<file path="src/verilog/acrp_pkg.sv">
package acrp_pkg;

  // ----------------------------------------------------------------------
  // Port geometry
  // ----------------------------------------------------------------------
  localparam int unsigned DATA_W   = 8;
  localparam int unsigned ADDR_W   = 8;
  localparam int unsigned NUM_REGS = 148;

  // ----------------------------------------------------------------------
  // Register defaults and bus answers
  // ----------------------------------------------------------------------
  localparam logic [DATA_W-1:0] REG_RESET = 8'h00;
  localparam logic [DATA_W-1:0] UNMAPPED  = 8'h00;

  // ----------------------------------------------------------------------
  // Decoded access kinds
  // ----------------------------------------------------------------------
  typedef enum logic [1:0] {
    ACC_IDLE  = 2'b00,
    ACC_READ  = 2'b01,
    ACC_WRITE = 2'b10
  } acrp_acc_e;

  // Host-side strobes, all active low, as seen on the pins
  typedef struct packed {
    logic              ce_b;
    logic              rd_b;
    logic              wr_b;
    logic [ADDR_W-1:0] addr;
  } acrp_req_s;

endpackage : acrp_pkg

</file>
<file path="src/verilog/acrp_decode.sv">
`timescale 1ns/1ps
module acrp_decode (
  input  wire acrp_pkg::acrp_req_s req_i,
  output acrp_pkg::acrp_acc_e      acc_o,
  output logic                     drive_o
);

  // ----------------------------------------------------------------------
  // Strobe decode
  // ----------------------------------------------------------------------
  // Write wins whenever the write strobe is low, so holding the read strobe
  // low turns the write strobe into a read/write select.
  always_comb begin
    acc_o   = acrp_pkg::ACC_IDLE;
    drive_o = 1'b0;
    if (!req_i.ce_b) begin
      if (!req_i.wr_b) begin
        acc_o = acrp_pkg::ACC_WRITE;
      end else if (!req_i.rd_b) begin
        acc_o   = acrp_pkg::ACC_READ;
        drive_o = 1'b1;
      end
    end
  end

endmodule : acrp_decode

</file>
<file path="src/verilog/acrp_port.sv">
`timescale 1ns/1ps
// Behaviour
// - Eight-bit two-way data bus
// - Drive only when selected, reading, not writing
// - Each register has its own flat address
// - Read puts addressed register on bus
// - Write loads addressed register from bus
// - Read held low makes write a select
// - Space holds 148 configuration registers
module acrp_port #(
  parameter int unsigned NUM_REGS = acrp_pkg::NUM_REGS
) (
  input  wire logic                        mclk_i,
  input  wire logic                        rst_b_i,
  input  wire logic                        ce_b_i,
  input  wire logic                        rd_b_i,
  input  wire logic                        wr_b_i,
  input  wire logic [acrp_pkg::ADDR_W-1:0] addr_i,
  input  wire logic [acrp_pkg::DATA_W-1:0] data_i,
  output logic      [acrp_pkg::DATA_W-1:0] data_o,
  output logic                             data_oe_o,
  output logic      [acrp_pkg::DATA_W-1:0] cfg_o [NUM_REGS],
  output logic                             cfg_wr_o
);

  // ----------------------------------------------------------------------
  // Elaboration checks
  // ----------------------------------------------------------------------
  if (NUM_REGS < 1 || NUM_REGS > (1 << acrp_pkg::ADDR_W)) begin : g_bad_regs
    $error("NUM_REGS does not fit the address space");
  end

  // ----------------------------------------------------------------------
  // Strobe decode
  // ----------------------------------------------------------------------
  acrp_pkg::acrp_req_s req;
  acrp_pkg::acrp_acc_e acc;
  logic                drive;
  logic                hit;

  // Pins gathered into one word for the decoder, plus the mapped-address flag
  assign req = '{ce_b: ce_b_i, rd_b: rd_b_i, wr_b: wr_b_i, addr: addr_i};
  assign hit = 32'(addr_i) < NUM_REGS;

  // Access kind and pad drive come from a purely combinational decode
  acrp_decode u_acrp_decode (
    .req_i   (req),
    .acc_o   (acc),
    .drive_o (drive)
  );

  // ----------------------------------------------------------------------
  // Register file
  // ----------------------------------------------------------------------
  logic [acrp_pkg::DATA_W-1:0] regs_q [NUM_REGS];
  logic [acrp_pkg::DATA_W-1:0] regs_d [NUM_REGS];
  logic                        wr_q;
  logic                        wr_d;

  // Clocked write: the register reloads from the bus on every rising edge of mclk_i while the
  // strobe is low, so the value sampled at the last such edge is what sticks.
  always_comb begin
    regs_d = regs_q;
    wr_d   = 1'b0;
    if (acc == acrp_pkg::ACC_WRITE && hit) begin
      regs_d[addr_i[acrp_pkg::ADDR_W-1:0]] = data_i;
      wr_d = 1'b1;
    end
  end

  // Registers clear together; only constants in the reset branch
  always_ff @(posedge mclk_i or negedge rst_b_i) begin
    if (!rst_b_i) begin
      for (int i = 0; i < NUM_REGS; i++) begin
        regs_q[i] <= acrp_pkg::REG_RESET;
      end
      wr_q <= 1'b0;
    end else begin
      regs_q <= regs_d;
      wr_q   <= wr_d;
    end
  end

  // The core sees the registered copy, never the raw bus
  assign cfg_o    = regs_q;
  assign cfg_wr_o = wr_q; // Tells the core a resync is due soon

  // ----------------------------------------------------------------------
  // Read path
  // ----------------------------------------------------------------------
  logic [acrp_pkg::DATA_W-1:0] rdata_q;
  logic [acrp_pkg::DATA_W-1:0] rdata_d;
  logic                        oe_q;
  logic                        oe_d;

  // Registered read data costs one cycle of access time but keeps the pad
  // free of decode glitches.
  always_comb begin
    rdata_d = rdata_q;
    oe_d    = drive;
    if (acc == acrp_pkg::ACC_READ) begin
      rdata_d = hit ? regs_q[addr_i] : acrp_pkg::UNMAPPED;
    end
  end

  // Read data and pad enable launch on the same edge, so they always agree
  always_ff @(posedge mclk_i or negedge rst_b_i) begin
    if (!rst_b_i) begin
      rdata_q <= acrp_pkg::UNMAPPED;
      oe_q    <= 1'b0;
    end else begin
      rdata_q <= rdata_d;
      oe_q    <= oe_d;
    end
  end

  // Pad side: the wrapper turns the bus around while data_oe_o is high
  assign data_o    = rdata_q;
  assign data_oe_o = oe_q;

  // ----------------------------------------------------------------------
  // Checks
  // ----------------------------------------------------------------------
  // Packed image of the register file. Sampled-value functions on a whole
  // unpacked array are not taken by every tool, a flat vector is.
  logic [NUM_REGS*acrp_pkg::DATA_W-1:0] regs_flat;

  always_comb begin
    regs_flat = '0;
    for (int i = 0; i < NUM_REGS; i++) begin
      regs_flat[i*acrp_pkg::DATA_W +: acrp_pkg::DATA_W] = regs_q[i];
    end
  end

  // Output enable only ever follows a sampled read
  a_oe_needs_read: assert property (@(posedge mclk_i) disable iff (!rst_b_i)
    data_oe_o |-> $past(!ce_b_i && !rd_b_i && wr_b_i))
    else $error("Data bus driven without a read access");

  // Chip enable high leaves the bus and the registers alone
  a_ce_high_quiet: assert property (@(posedge mclk_i) disable iff (!rst_b_i)
    ce_b_i |=> !data_oe_o && $stable(regs_flat))
    else $error("Activity while chip enable is high");

  // A mapped write lands in the addressed register
  a_write_loads: assert property (@(posedge mclk_i) disable iff (!rst_b_i)
    (!ce_b_i && !wr_b_i && 32'(addr_i) < NUM_REGS) |=> regs_q[$past(addr_i)] == $past(data_i))
    else $error("Write did not load the addressed register");

  // A steady-address read returns the register as it stood
  a_read_data: assert property (@(posedge mclk_i) disable iff (!rst_b_i)
    (!ce_b_i && !rd_b_i && wr_b_i && 32'(addr_i) < NUM_REGS && $stable(addr_i))
      |=> data_o == $past(regs_q[addr_i]))
    else $error("Read returned wrong register contents");

  // Both strobes low is a write, never a drive
  a_rw_select: assert property (@(posedge mclk_i) disable iff (!rst_b_i)
    (!ce_b_i && !rd_b_i && !wr_b_i) |=> !data_oe_o ##0 cfg_wr_o == (32'($past(addr_i)) < NUM_REGS))
    else $error("Combined select did not act as a write");

  // Unmapped addresses touch no register and raise no write pulse
  a_unmapped_safe: assert property (@(posedge mclk_i) disable iff (!rst_b_i)
    (32'(addr_i) >= NUM_REGS) |=> $stable(regs_flat) && !cfg_wr_o)
    else $error("Unmapped address altered a register");

  // Two read cycles in a row keep the bus driven
  a_oe_on_read: assert property (@(posedge mclk_i) disable iff (!rst_b_i)
    (!ce_b_i && !rd_b_i && wr_b_i) ##1 (!ce_b_i && !rd_b_i && wr_b_i) |-> data_oe_o)
    else $error("Read access did not drive the bus");

  // A write elsewhere leaves register zero intact
  a_other_regs_kept: assert property (@(posedge mclk_i) disable iff (!rst_b_i)
    (!ce_b_i && !wr_b_i && addr_i != 8'h00) |=> regs_q[0] == $past(regs_q[0]))
    else $error("Write disturbed another register");

  // ----------------------------------------------------------------------
  // Checks: read path
  // ----------------------------------------------------------------------
  // Reading never disturbs the register file, even when repeated every
  // cycle by a host that parks on one address
  a_read_keeps_regs: assert property (@(posedge mclk_i) disable iff (!rst_b_i)
    (!ce_b_i && !rd_b_i && wr_b_i) |=> $stable(regs_flat))
    else $error("Read access altered a register");

  // An unmapped read still drives the bus, with the fixed filler value,
  // so the host never samples a floating bus
  a_unmapped_read: assert property (@(posedge mclk_i) disable iff (!rst_b_i)
    (!ce_b_i && !rd_b_i && wr_b_i && 32'(addr_i) >= NUM_REGS)
      |=> data_oe_o && data_o == acrp_pkg::UNMAPPED)
    else $error("Unmapped read did not return the filler value");

  // Read data holds between reads, so a slow host may sample it late
  // without seeing it move under its feet
  a_rdata_held: assert property (@(posedge mclk_i) disable iff (!rst_b_i)
    !(!ce_b_i && !rd_b_i && wr_b_i) |=> $stable(data_o))
    else $error("Read data changed without a read");

  // A write cycle never turns the pad around, or the host would fight
  // the device for the bus
  a_write_no_drive: assert property (@(posedge mclk_i) disable iff (!rst_b_i)
    (!ce_b_i && !wr_b_i) |=> !data_oe_o)
    else $error("Bus driven after a write cycle");

  // ----------------------------------------------------------------------
  // Checks: write path
  // ----------------------------------------------------------------------
  // Every mapped write cycle raises the pulse that asks for a resync
  a_write_pulse: assert property (@(posedge mclk_i) disable iff (!rst_b_i)
    (!ce_b_i && !wr_b_i && 32'(addr_i) < NUM_REGS) |=> cfg_wr_o)
    else $error("Mapped write gave no write pulse");

  // The pulse never appears on its own; a spurious one would make the
  // core resynchronise for nothing
  a_pulse_needs_write: assert property (@(posedge mclk_i) disable iff (!rst_b_i)
    cfg_wr_o |-> $past(!ce_b_i && !wr_b_i && 32'(addr_i) < NUM_REGS))
    else $error("Write pulse without a mapped write");

  // With chip enable high no write pulse may follow
  a_idle_no_pulse: assert property (@(posedge mclk_i) disable iff (!rst_b_i)
    ce_b_i |=> !cfg_wr_o)
    else $error("Write pulse while chip enable is high");

endmodule : acrp_port

</file>
<file path="config.mk">
export PLATFORM = sky130hd
export DESIGN_NAME = acrp_port
export DESIGN_NICKNAME = d
export VERILOG_FILES = /design/src/verilog/acrp_pkg.sv /design/src/verilog/acrp_decode.sv /design/src/verilog/acrp_port.sv
export SDC_FILE = /design/constraint.sdc
export NUM_CORES = 2
export LEC_CHECK = 0
export CELL_PAD_IN_SITES_DETAIL_PLACEMENT = 1
export CELL_PAD_IN_SITES_GLOBAL_PLACEMENT = 1
export CORE_AREA = 2 2 471 473
export CTS_CLUSTER_DIAMETER = 40
export DETAILED_ROUTE_END_ITERATION = 10
export DIE_AREA = 0 0 473 475
export DONT_BUFFER_PORTS = 1
export HOLD_SLACK_MARGIN = 0.05
export PLACE_DENSITY_LB_ADDON = 0.05
export SKIP_LAST_GASP = 1
export SLEW_MARGIN = 10
export SYNTH_ARGS = -nofsm -noshare
export SYNTH_HDL_FRONTEND = slang
export SYNTH_SLANG_ARGS = --single-unit
</file>
<file path="constraint.sdc">
create_clock -name mclk_i -period 2 [get_ports mclk_i]
set_input_delay 0.2 -clock mclk_i [delete_from_list [all_inputs] [get_ports mclk_i]]
set_output_delay 0.2 -clock mclk_i [all_outputs]
set_load 0.005 [all_outputs]
</file>
# Yosys cells after proc, flatten, opt, wreduce, memory -nomap -nowiden

Index checks and enable logic that the tools add are counted.
Widths: inputs -> output; s select.

Magnitude comparators: 3
Equality and inequality tests: 2
Muxes and demuxes: 14
Bitwise operators: 1
Reduce and logical (&&, ||, !) cells: 2

Operators with widths:

| kind               | count |
|---|---|
| $bwmux 1184        | 1 |
| $bmux 8 s8         | 1 |
| $demux 8 s8        | 1 |
| $mux 8             | 4 |
| $ge 9x9->1 const B | 1 |
| $lt 9x1->1 const B | 1 |
| $not 8->9          | 1 |
| $lt 8x8->1 const B | 1 |
| $mux 1             | 5 |
| $mux 2             | 2 |
| $eq 2x1->1 const B | 1 |
| $eq 2x2->1 const B | 1 |
| $logic_and 1x1->1  | 2 |

Flip-flop bits (word level): 1194
Output and inout port bits: 1194
Logic and storage cells: 173

# Depth between registers and ports, before layout

Depth in word-level cells: 6
Mapped depth: 11

# Cells and area by module

From an unflattened synthesis, not the netlist that was laid out.

Cells, all modules: 3482
Area total of the unflattened synthesis: 54738.7 um^2

Modules (own cells, without submodules):

| module      | times used | cells an instance | area each (um^2) | seq. area each (um^2) |
|---|---|---|---|---|
| acrp_port   | 1          | 3479              | 54715.0          | 29878.7 |
| acrp_decode | 1          | 3                 | 23.8             | 0.0 |

# Least setup slack after synthesis

OpenSTA, ideal clock, no wires.

Kind: input port to flip-flop
From: input port addr_i[0] (netlist bit)
To: register rdata_q, in the netlist data_o[0]
Data arrival time: 2087 ps
Required time: 1873 ps
Path slack: -215 ps
Cell stages on the path: 8
Buffers on the path: 3
Path through: buf_4 > buf_2 > buf_2 > mux4_2 > a221oi_1 > o221ai_1 > a22oi_1 > nand3_1

Longest elaborated chain between the ends: 5
Elaborated cells between the ends (all ways): 6
Classes of those cells: 1 x order compare; 4 x mux; 1 x bitwise

RTL lines:

| element                                    | line             | text |
|---|---|---|
| start, declared                            | acrp_port.sv:18  | `input wire logic [acrp_pkg::ADDR_W-1:0] addr_i,` |
| $not 8->9 (not written as such)            | acrp_port.sv:102 | `rdata_d = hit ? regs_q[addr_i] : acrp_pkg::UNMAPPED;` |
| $bmux 8 s8                                 | acrp_port.sv:102 |  |
| $mux 8 (not written as such) (2 in series) | acrp_port.sv:102 |  |
| $mux 8 (*)                                 | acrp_port.sv:102 |  |
| end signal, assigned                       | acrp_port.sv:109 | `rdata_q <= acrp_pkg::UNMAPPED;` |
| end signal, assigned                       | acrp_port.sv:112 | `rdata_q <= rdata_d;` |
| end, declared                              | acrp_port.sv:91  | `logic [acrp_pkg::DATA_W-1:0] rdata_q;` |

Mark *: on every way between the ends. The rest lies on a longest branch, timed or not. The select of a mux whose other input is x is not followed.
A chain may end at the register's enable or synchronous reset.

# Final worst setup path

From: input port addr_i[0] (netlist bit)
To: register rdata_q, in the netlist data_o[3]

The elaborated chain is that of the path after synthesis.

==> metrics.txt <==
# TYPE chip_impl_metric gauge
chip_impl_info{name="outcome",value="finished with violations"} 1
chip_impl_info{name="violated_checks",value="hold timing, slew limit, setup timing"} 1
chip_impl_metric{name="vdd.ir_drop.worst",unit="V"} 0.000853
chip_impl_info{name="critical-path-top-delay-family",value="multiplexers"} 1
chip_impl_metric{name="cts_buffer_depth",unit=""} 4
chip_impl_metric{name="wirelength",unit="um"} 305000
chip_impl_metric{name="die_outline_height",unit="um"} 475
chip_impl_metric{name="cts-htree-levels",unit=""} 5
chip_impl_metric{name="synth_cells",unit=""} 3661
chip_impl_metric{name="critPathArrivalTime",unit="ns"} 3.68
chip_impl_metric{name="detail_route.vias_per_cell",unit=""} 5.01
chip_impl_info{name="startpoint_type_of_the_worst_setup_path",value="primary input"} 1
chip_impl_metric{name="dr_total_vias",unit=""} 39307
chip_impl_info{name="yosysTopAreaCell",value="sky130_fd_sc_hd__dfrtp_1"} 1
chip_impl_metric{name="timing.slew.headroom",unit=""} -0.377
chip_impl_metric{name="final.period_utilization",unit=""} 1.47
chip_impl_metric{name="core_area",unit="sq um"} 219000
chip_impl_metric{name="layout_setup_ws",unit="ns"} -0.945
chip_impl_metric{name="timing.hold.ws",unit="ns"} -1.01
chip_impl_metric{name="sink_count_of_the_clock_tree",unit=""} 1194
chip_impl_metric{name="maximum_number_of_pins_on_one_net_before_global_route_repair",unit=""} 417
chip_impl_metric{name="cp_data_required_time",unit="ns"} 2.73
chip_impl_metric{name="cpPeakStageDelay",unit="ns"} 1.32
chip_impl_metric{name="post-layout-total-power",unit="uW"} 77200
chip_impl_metric{name="sequential_area_share_after_synthesis",unit=""} 0.548
chip_impl_metric{name="avgSynthCellArea",unit="sq um"} 14.9
chip_impl_metric{name="minimum_clock_period",unit="ns"} 2.94
chip_impl_metric{name="globalRouteOverflowTotal",unit=""} 0
chip_impl_metric{name="count_of_fill_cells_added_during_filler_insertion",unit=""} 22296
chip_impl_metric{name="cts_made_buffers",unit=""} 286
chip_impl_info{name="crit_path_end_kind",value="flop"} 1
chip_impl_metric{name="synth_to_layout_area_growth",unit="%"} 43.5
chip_impl_metric{name="worst_setup_slack_after_placement",unit="ns"} -1.94
chip_impl_metric{name="sequential_cell_area",unit="sq um"} 29900
chip_impl_metric{name="synth.distinct_cells",unit=""} 53
chip_impl_metric{name="crit_fanout",unit=""} 416
chip_impl_info{name="unrepaired_setup_endpoints_after_global_routing",value="yes"} 1
chip_impl_metric{name="drc",unit=""} 0
chip_impl_metric{name="width_of_the_die",unit="um"} 473
chip_impl_metric{name="initial_utilization",unit=""} 0.249
chip_impl_metric{name="leakage",unit="uW"} 0.0386
chip_impl_metric{name="top_level_ports",unit=""} 1215
chip_impl_info{name="cts-root-buf",value="sky130_fd_sc_hd__clkbuf_16"} 1
chip_impl_info{name="critPathKind",value="in -> reg"} 1
chip_impl_metric{name="grt_antenna_before_repair",unit=""} 8
chip_impl_metric{name="first_iter_violations",unit=""} 1984
chip_impl_metric{name="gp_congestion",unit=""} 0.867
chip_impl_metric{name="final-hold-violation-count",unit=""} 138
chip_impl_metric{name="highest_clock_frequency_the_design_can_meet",unit="MHz"} 340
chip_impl_metric{name="synth_fp_nets",unit=""} 3682
chip_impl_metric{name="grt_pass1_wl",unit="um"} 406000
chip_impl_metric{name="std_cell_rows",unit=""} 172
chip_impl_info{name="path_common_cell",value="sky130_fd_sc_hd__nand3_1"} 1
chip_impl_metric{name="multi_input_area",unit="sq um"} 24300
chip_impl_metric{name="post_route_cells_drive_above_1_share",unit=""} 0.613
chip_impl_metric{name="later_pin_clock_latency_in_the_skew_report",unit="ns"} 0.93
chip_impl_metric{name="detailed_place_hpwl",unit="um"} 220000
chip_impl_metric{name="maxCapViolCount",unit=""} 0
chip_impl_metric{name="syn-cell-area",unit="sq um"} 54500
chip_impl_metric{name="setup_viol",unit=""} 168
chip_impl_metric{name="die_area",unit="sq um"} 225000
chip_impl_metric{name="num-nets-final",unit=""} 4782
chip_impl_metric{name="grt_pass1_vias",unit=""} 43763
chip_impl_info{name="layout_commonest_cell",value="sky130_fd_sc_hd__dfrtp_1"} 1
chip_impl_metric{name="yosys_warnings",unit=""} 0
chip_impl_info{name="cts_tree",value="done"} 1
chip_impl_metric{name="synthArstFlopShare",unit=""} 1.00
chip_impl_metric{name="placed_cells",unit=""} 7267
chip_impl_metric{name="gr-usage-all-layers",unit=""} 0.265
chip_impl_info{name="most_common_flop_cell_mapped_by_yosys",value="sky130_fd_sc_hd__dfrtp_1"} 1
chip_impl_metric{name="clock_slew_at_the_register_clock_pins_of_the_worst_setup_and_hold_paths",unit="ns"} 0.05
chip_impl_metric{name="firstDrtPassIters",unit=""} 4
chip_impl_metric{name="slew_violations",unit=""} 116
chip_impl_info{name="layout.cells.most_common_list",value="1192 x sky130_fd_sc_hd__dfrtp_1, 1167 x sky130_fd_sc_hd__mux2_2, 881 x sky130_fd_sc_hd__buf_4, 292 x sky130_fd_sc_hd__clkbuf_16, 234 x sky130_fd_sc_hd__mux2i_1"} 1
chip_impl_metric{name="drt-wirelength-per-cell",unit="um"} 38.9
chip_impl_info{name="ys_top_cells_by_area",value="sky130_fd_sc_hd__dfrtp_1 55%, sky130_fd_sc_hd__mux2_2 24%, sky130_fd_sc_hd__mux4_2 7.6%"} 1
chip_impl_metric{name="post_synth_edffs",unit=""} 0
chip_impl_info{name="worstPathCellList",value="mux4_2 -> nand3_1 -> and3_1 -> nand4_1 -> a22oi_2 -> nand3_1"} 1
chip_impl_metric{name="worstPathBufferInverterCount",unit=""} 0
chip_impl_metric{name="yosys_top_cell_area_share",unit=""} 0.548
chip_impl_metric{name="skew",unit="ns"} 0.0644
chip_impl_metric{name="utilization",unit=""} 0.357
chip_impl_metric{name="drtAntennaViolNets",unit=""} 0
chip_impl_metric{name="setup_tns",unit="ns"} -20.96
chip_impl_info{name="worst_path_max_delay_cell",value="sky130_fd_sc_hd__mux4_2"} 1
chip_impl_metric{name="finish.cell_count_without_fillers",unit=""} 7843
chip_impl_metric{name="tightestPinTransition",unit="ns"} 2.07
chip_impl_metric{name="yosys_register_bits",unit=""} 1194
chip_impl_info{name="min-delay-path-class",value="in -> async"} 1
chip_impl_metric{name="io_buffers",unit=""} 0
chip_impl_metric{name="p_per_area",unit="nW/um^2"} 987
==> cells in the mapped netlist, types with 2 or more instances <==
cell type                  number
sky130_fd_sc_hd__a22o_1        15
sky130_fd_sc_hd__nor2_1        19
sky130_fd_sc_hd__a221oi_1      21
sky130_fd_sc_hd__and2_1         7
sky130_fd_sc_hd__a31oi_1       10
sky130_fd_sc_hd__o221ai_1       5
sky130_fd_sc_hd__a32oi_1        3
sky130_fd_sc_hd__inv_1          5
sky130_fd_sc_hd__o21ai_0        6
sky130_fd_sc_hd__nand2_1      117
sky130_fd_sc_hd__mux2i_1      237
sky130_fd_sc_hd__or3_1          3
sky130_fd_sc_hd__nand3_1       82
sky130_fd_sc_hd__a22oi_1      141
sky130_fd_sc_hd__buf_1         12
sky130_fd_sc_hd__and3b_1        2
sky130_fd_sc_hd__mux2_1         4
sky130_fd_sc_hd__buf_2         48
sky130_fd_sc_hd__nand2_2       24
sky130_fd_sc_hd__nand4_1       19
sky130_fd_sc_hd__buf_4         21
sky130_fd_sc_hd__a211oi_1       9
sky130_fd_sc_hd__nand2b_1       6
sky130_fd_sc_hd__nor4b_2        2
sky130_fd_sc_hd__nor4b_1        2
sky130_fd_sc_hd__mux2_2      1184
sky130_fd_sc_hd__nor4_1         8
sky130_fd_sc_hd__a21oi_1       11
sky130_fd_sc_hd__nor4bb_1       2
sky130_fd_sc_hd__nor2_2        10
sky130_fd_sc_hd__mux4_2       183
sky130_fd_sc_hd__and3_1         9
sky130_fd_sc_hd__clkbuf_1     199
sky130_fd_sc_hd__nor3_1         8
sky130_fd_sc_hd__dfrtp_1     1194
sky130_fd_sc_hd__nor2b_1        6
sky130_fd_sc_hd__nor3_2        11
==> per-stage QoR <==
step	cell area, sq um	hold WS, ns
2_1_floorplan	54900	-0.0956
3_3_place_gp	66700	-0.0950
3_5_place_dp	66700	-0.0950
4_1_cts	77800	-1.09
5_1_grt	78200	-1.08
6_report	78200	-1.01
==> layout make-up <==
cell class | instances | area share
clock inverters | 127 | 0.0236
multi-input cells | 2182 | 0.311
diodes | 5 | 0.000160
clock buffers | 367 | 0.102
inverters | 5 | 0.000240
repair buffers | 1092 | 0.135
flip-flops and latches | 1194 | 0.382
well taps | 2871 | 0.0459
==> power breakdown <==
group	switching (uW)	total, uW	internal [uW]
Combinational	2390	3990	1590
Clock	14900	48000	33100
Sequential	506	25200	24700
Total	17800	77200	59300
==> sequential cells by signal, indices dropped and copies added, names as in the netlist <==
| name | flops |
|---|---|
| data_o | 8 |
| cfg_wr_o | 1 |
| cfg_o | 1184 |
| data_oe_o | 1 |
==> logic make-up after synthesis <==
group,after synthesis,share of synthesized area
mux,1608,0.365
compound gates,230,0.0321
buf+inv,285,0.0222
simple gates,344,0.0328
flops,1194,0.548
==> worst register-to-register path: stages, from the launching register on <==
cell	delay, ns
sky130_fd_sc_hd__dfrtp_2	0.43
sky130_fd_sc_hd__mux4_2	0.49
sky130_fd_sc_hd__a22oi_2	0.22
sky130_fd_sc_hd__nand4_1	0.39
sky130_fd_sc_hd__buf_4	0.29
sky130_fd_sc_hd__a21oi_2	0.11
sky130_fd_sc_hd__buf_4	0.15
sky130_fd_sc_hd__nand3_2	0.08
==> routing by layer <==
| layer | global-route usage | share of wire | up-vias |
|---|---|---|---|
| met3 | 0.130 | 0.11 | 443 |
| met4 | 0.0999 | 0.041 | 2 |
| met5 | 0 | 0.000039 | - |
| met1 | 0.289 | 0.37 | 21193 |
| met2 | 0.441 | 0.48 | 1562 |
| li1 | - | - | 16107 |
==> repair_timing <==
item,in CTS,in global routing
resized for setup,54,52
pin swaps,24,32
setup buffers,1,11
endpoints found under the setup margin,455,536
hold buffers,61,2
cloned,4,3
endpoints found under the hold margin,1396,228
==> path summary, 6_finish.rpt <==
kind | startpoint | end | depth (start not counted) | slack [ns]
worst max-delay path | addr_i[0] | data_o[3] | 6 | -0.94
worst min register to register | cfg_o[243] | cfg_o[243] | 1 | 0.56
max in group asynchronous | rst_b_i | cfg_o[1148] | 10 | 0.26
min in group mclk_i | addr_i[3] | data_o[2] | 3 | -0.22
worst max register to register | cfg_o[292] | data_o[4] | 7 | -0.33
worst min-delay path | rst_b_i | cfg_o[395] | 0 | -1.01
Note: power is estimated with default switching activity, not from simulation.
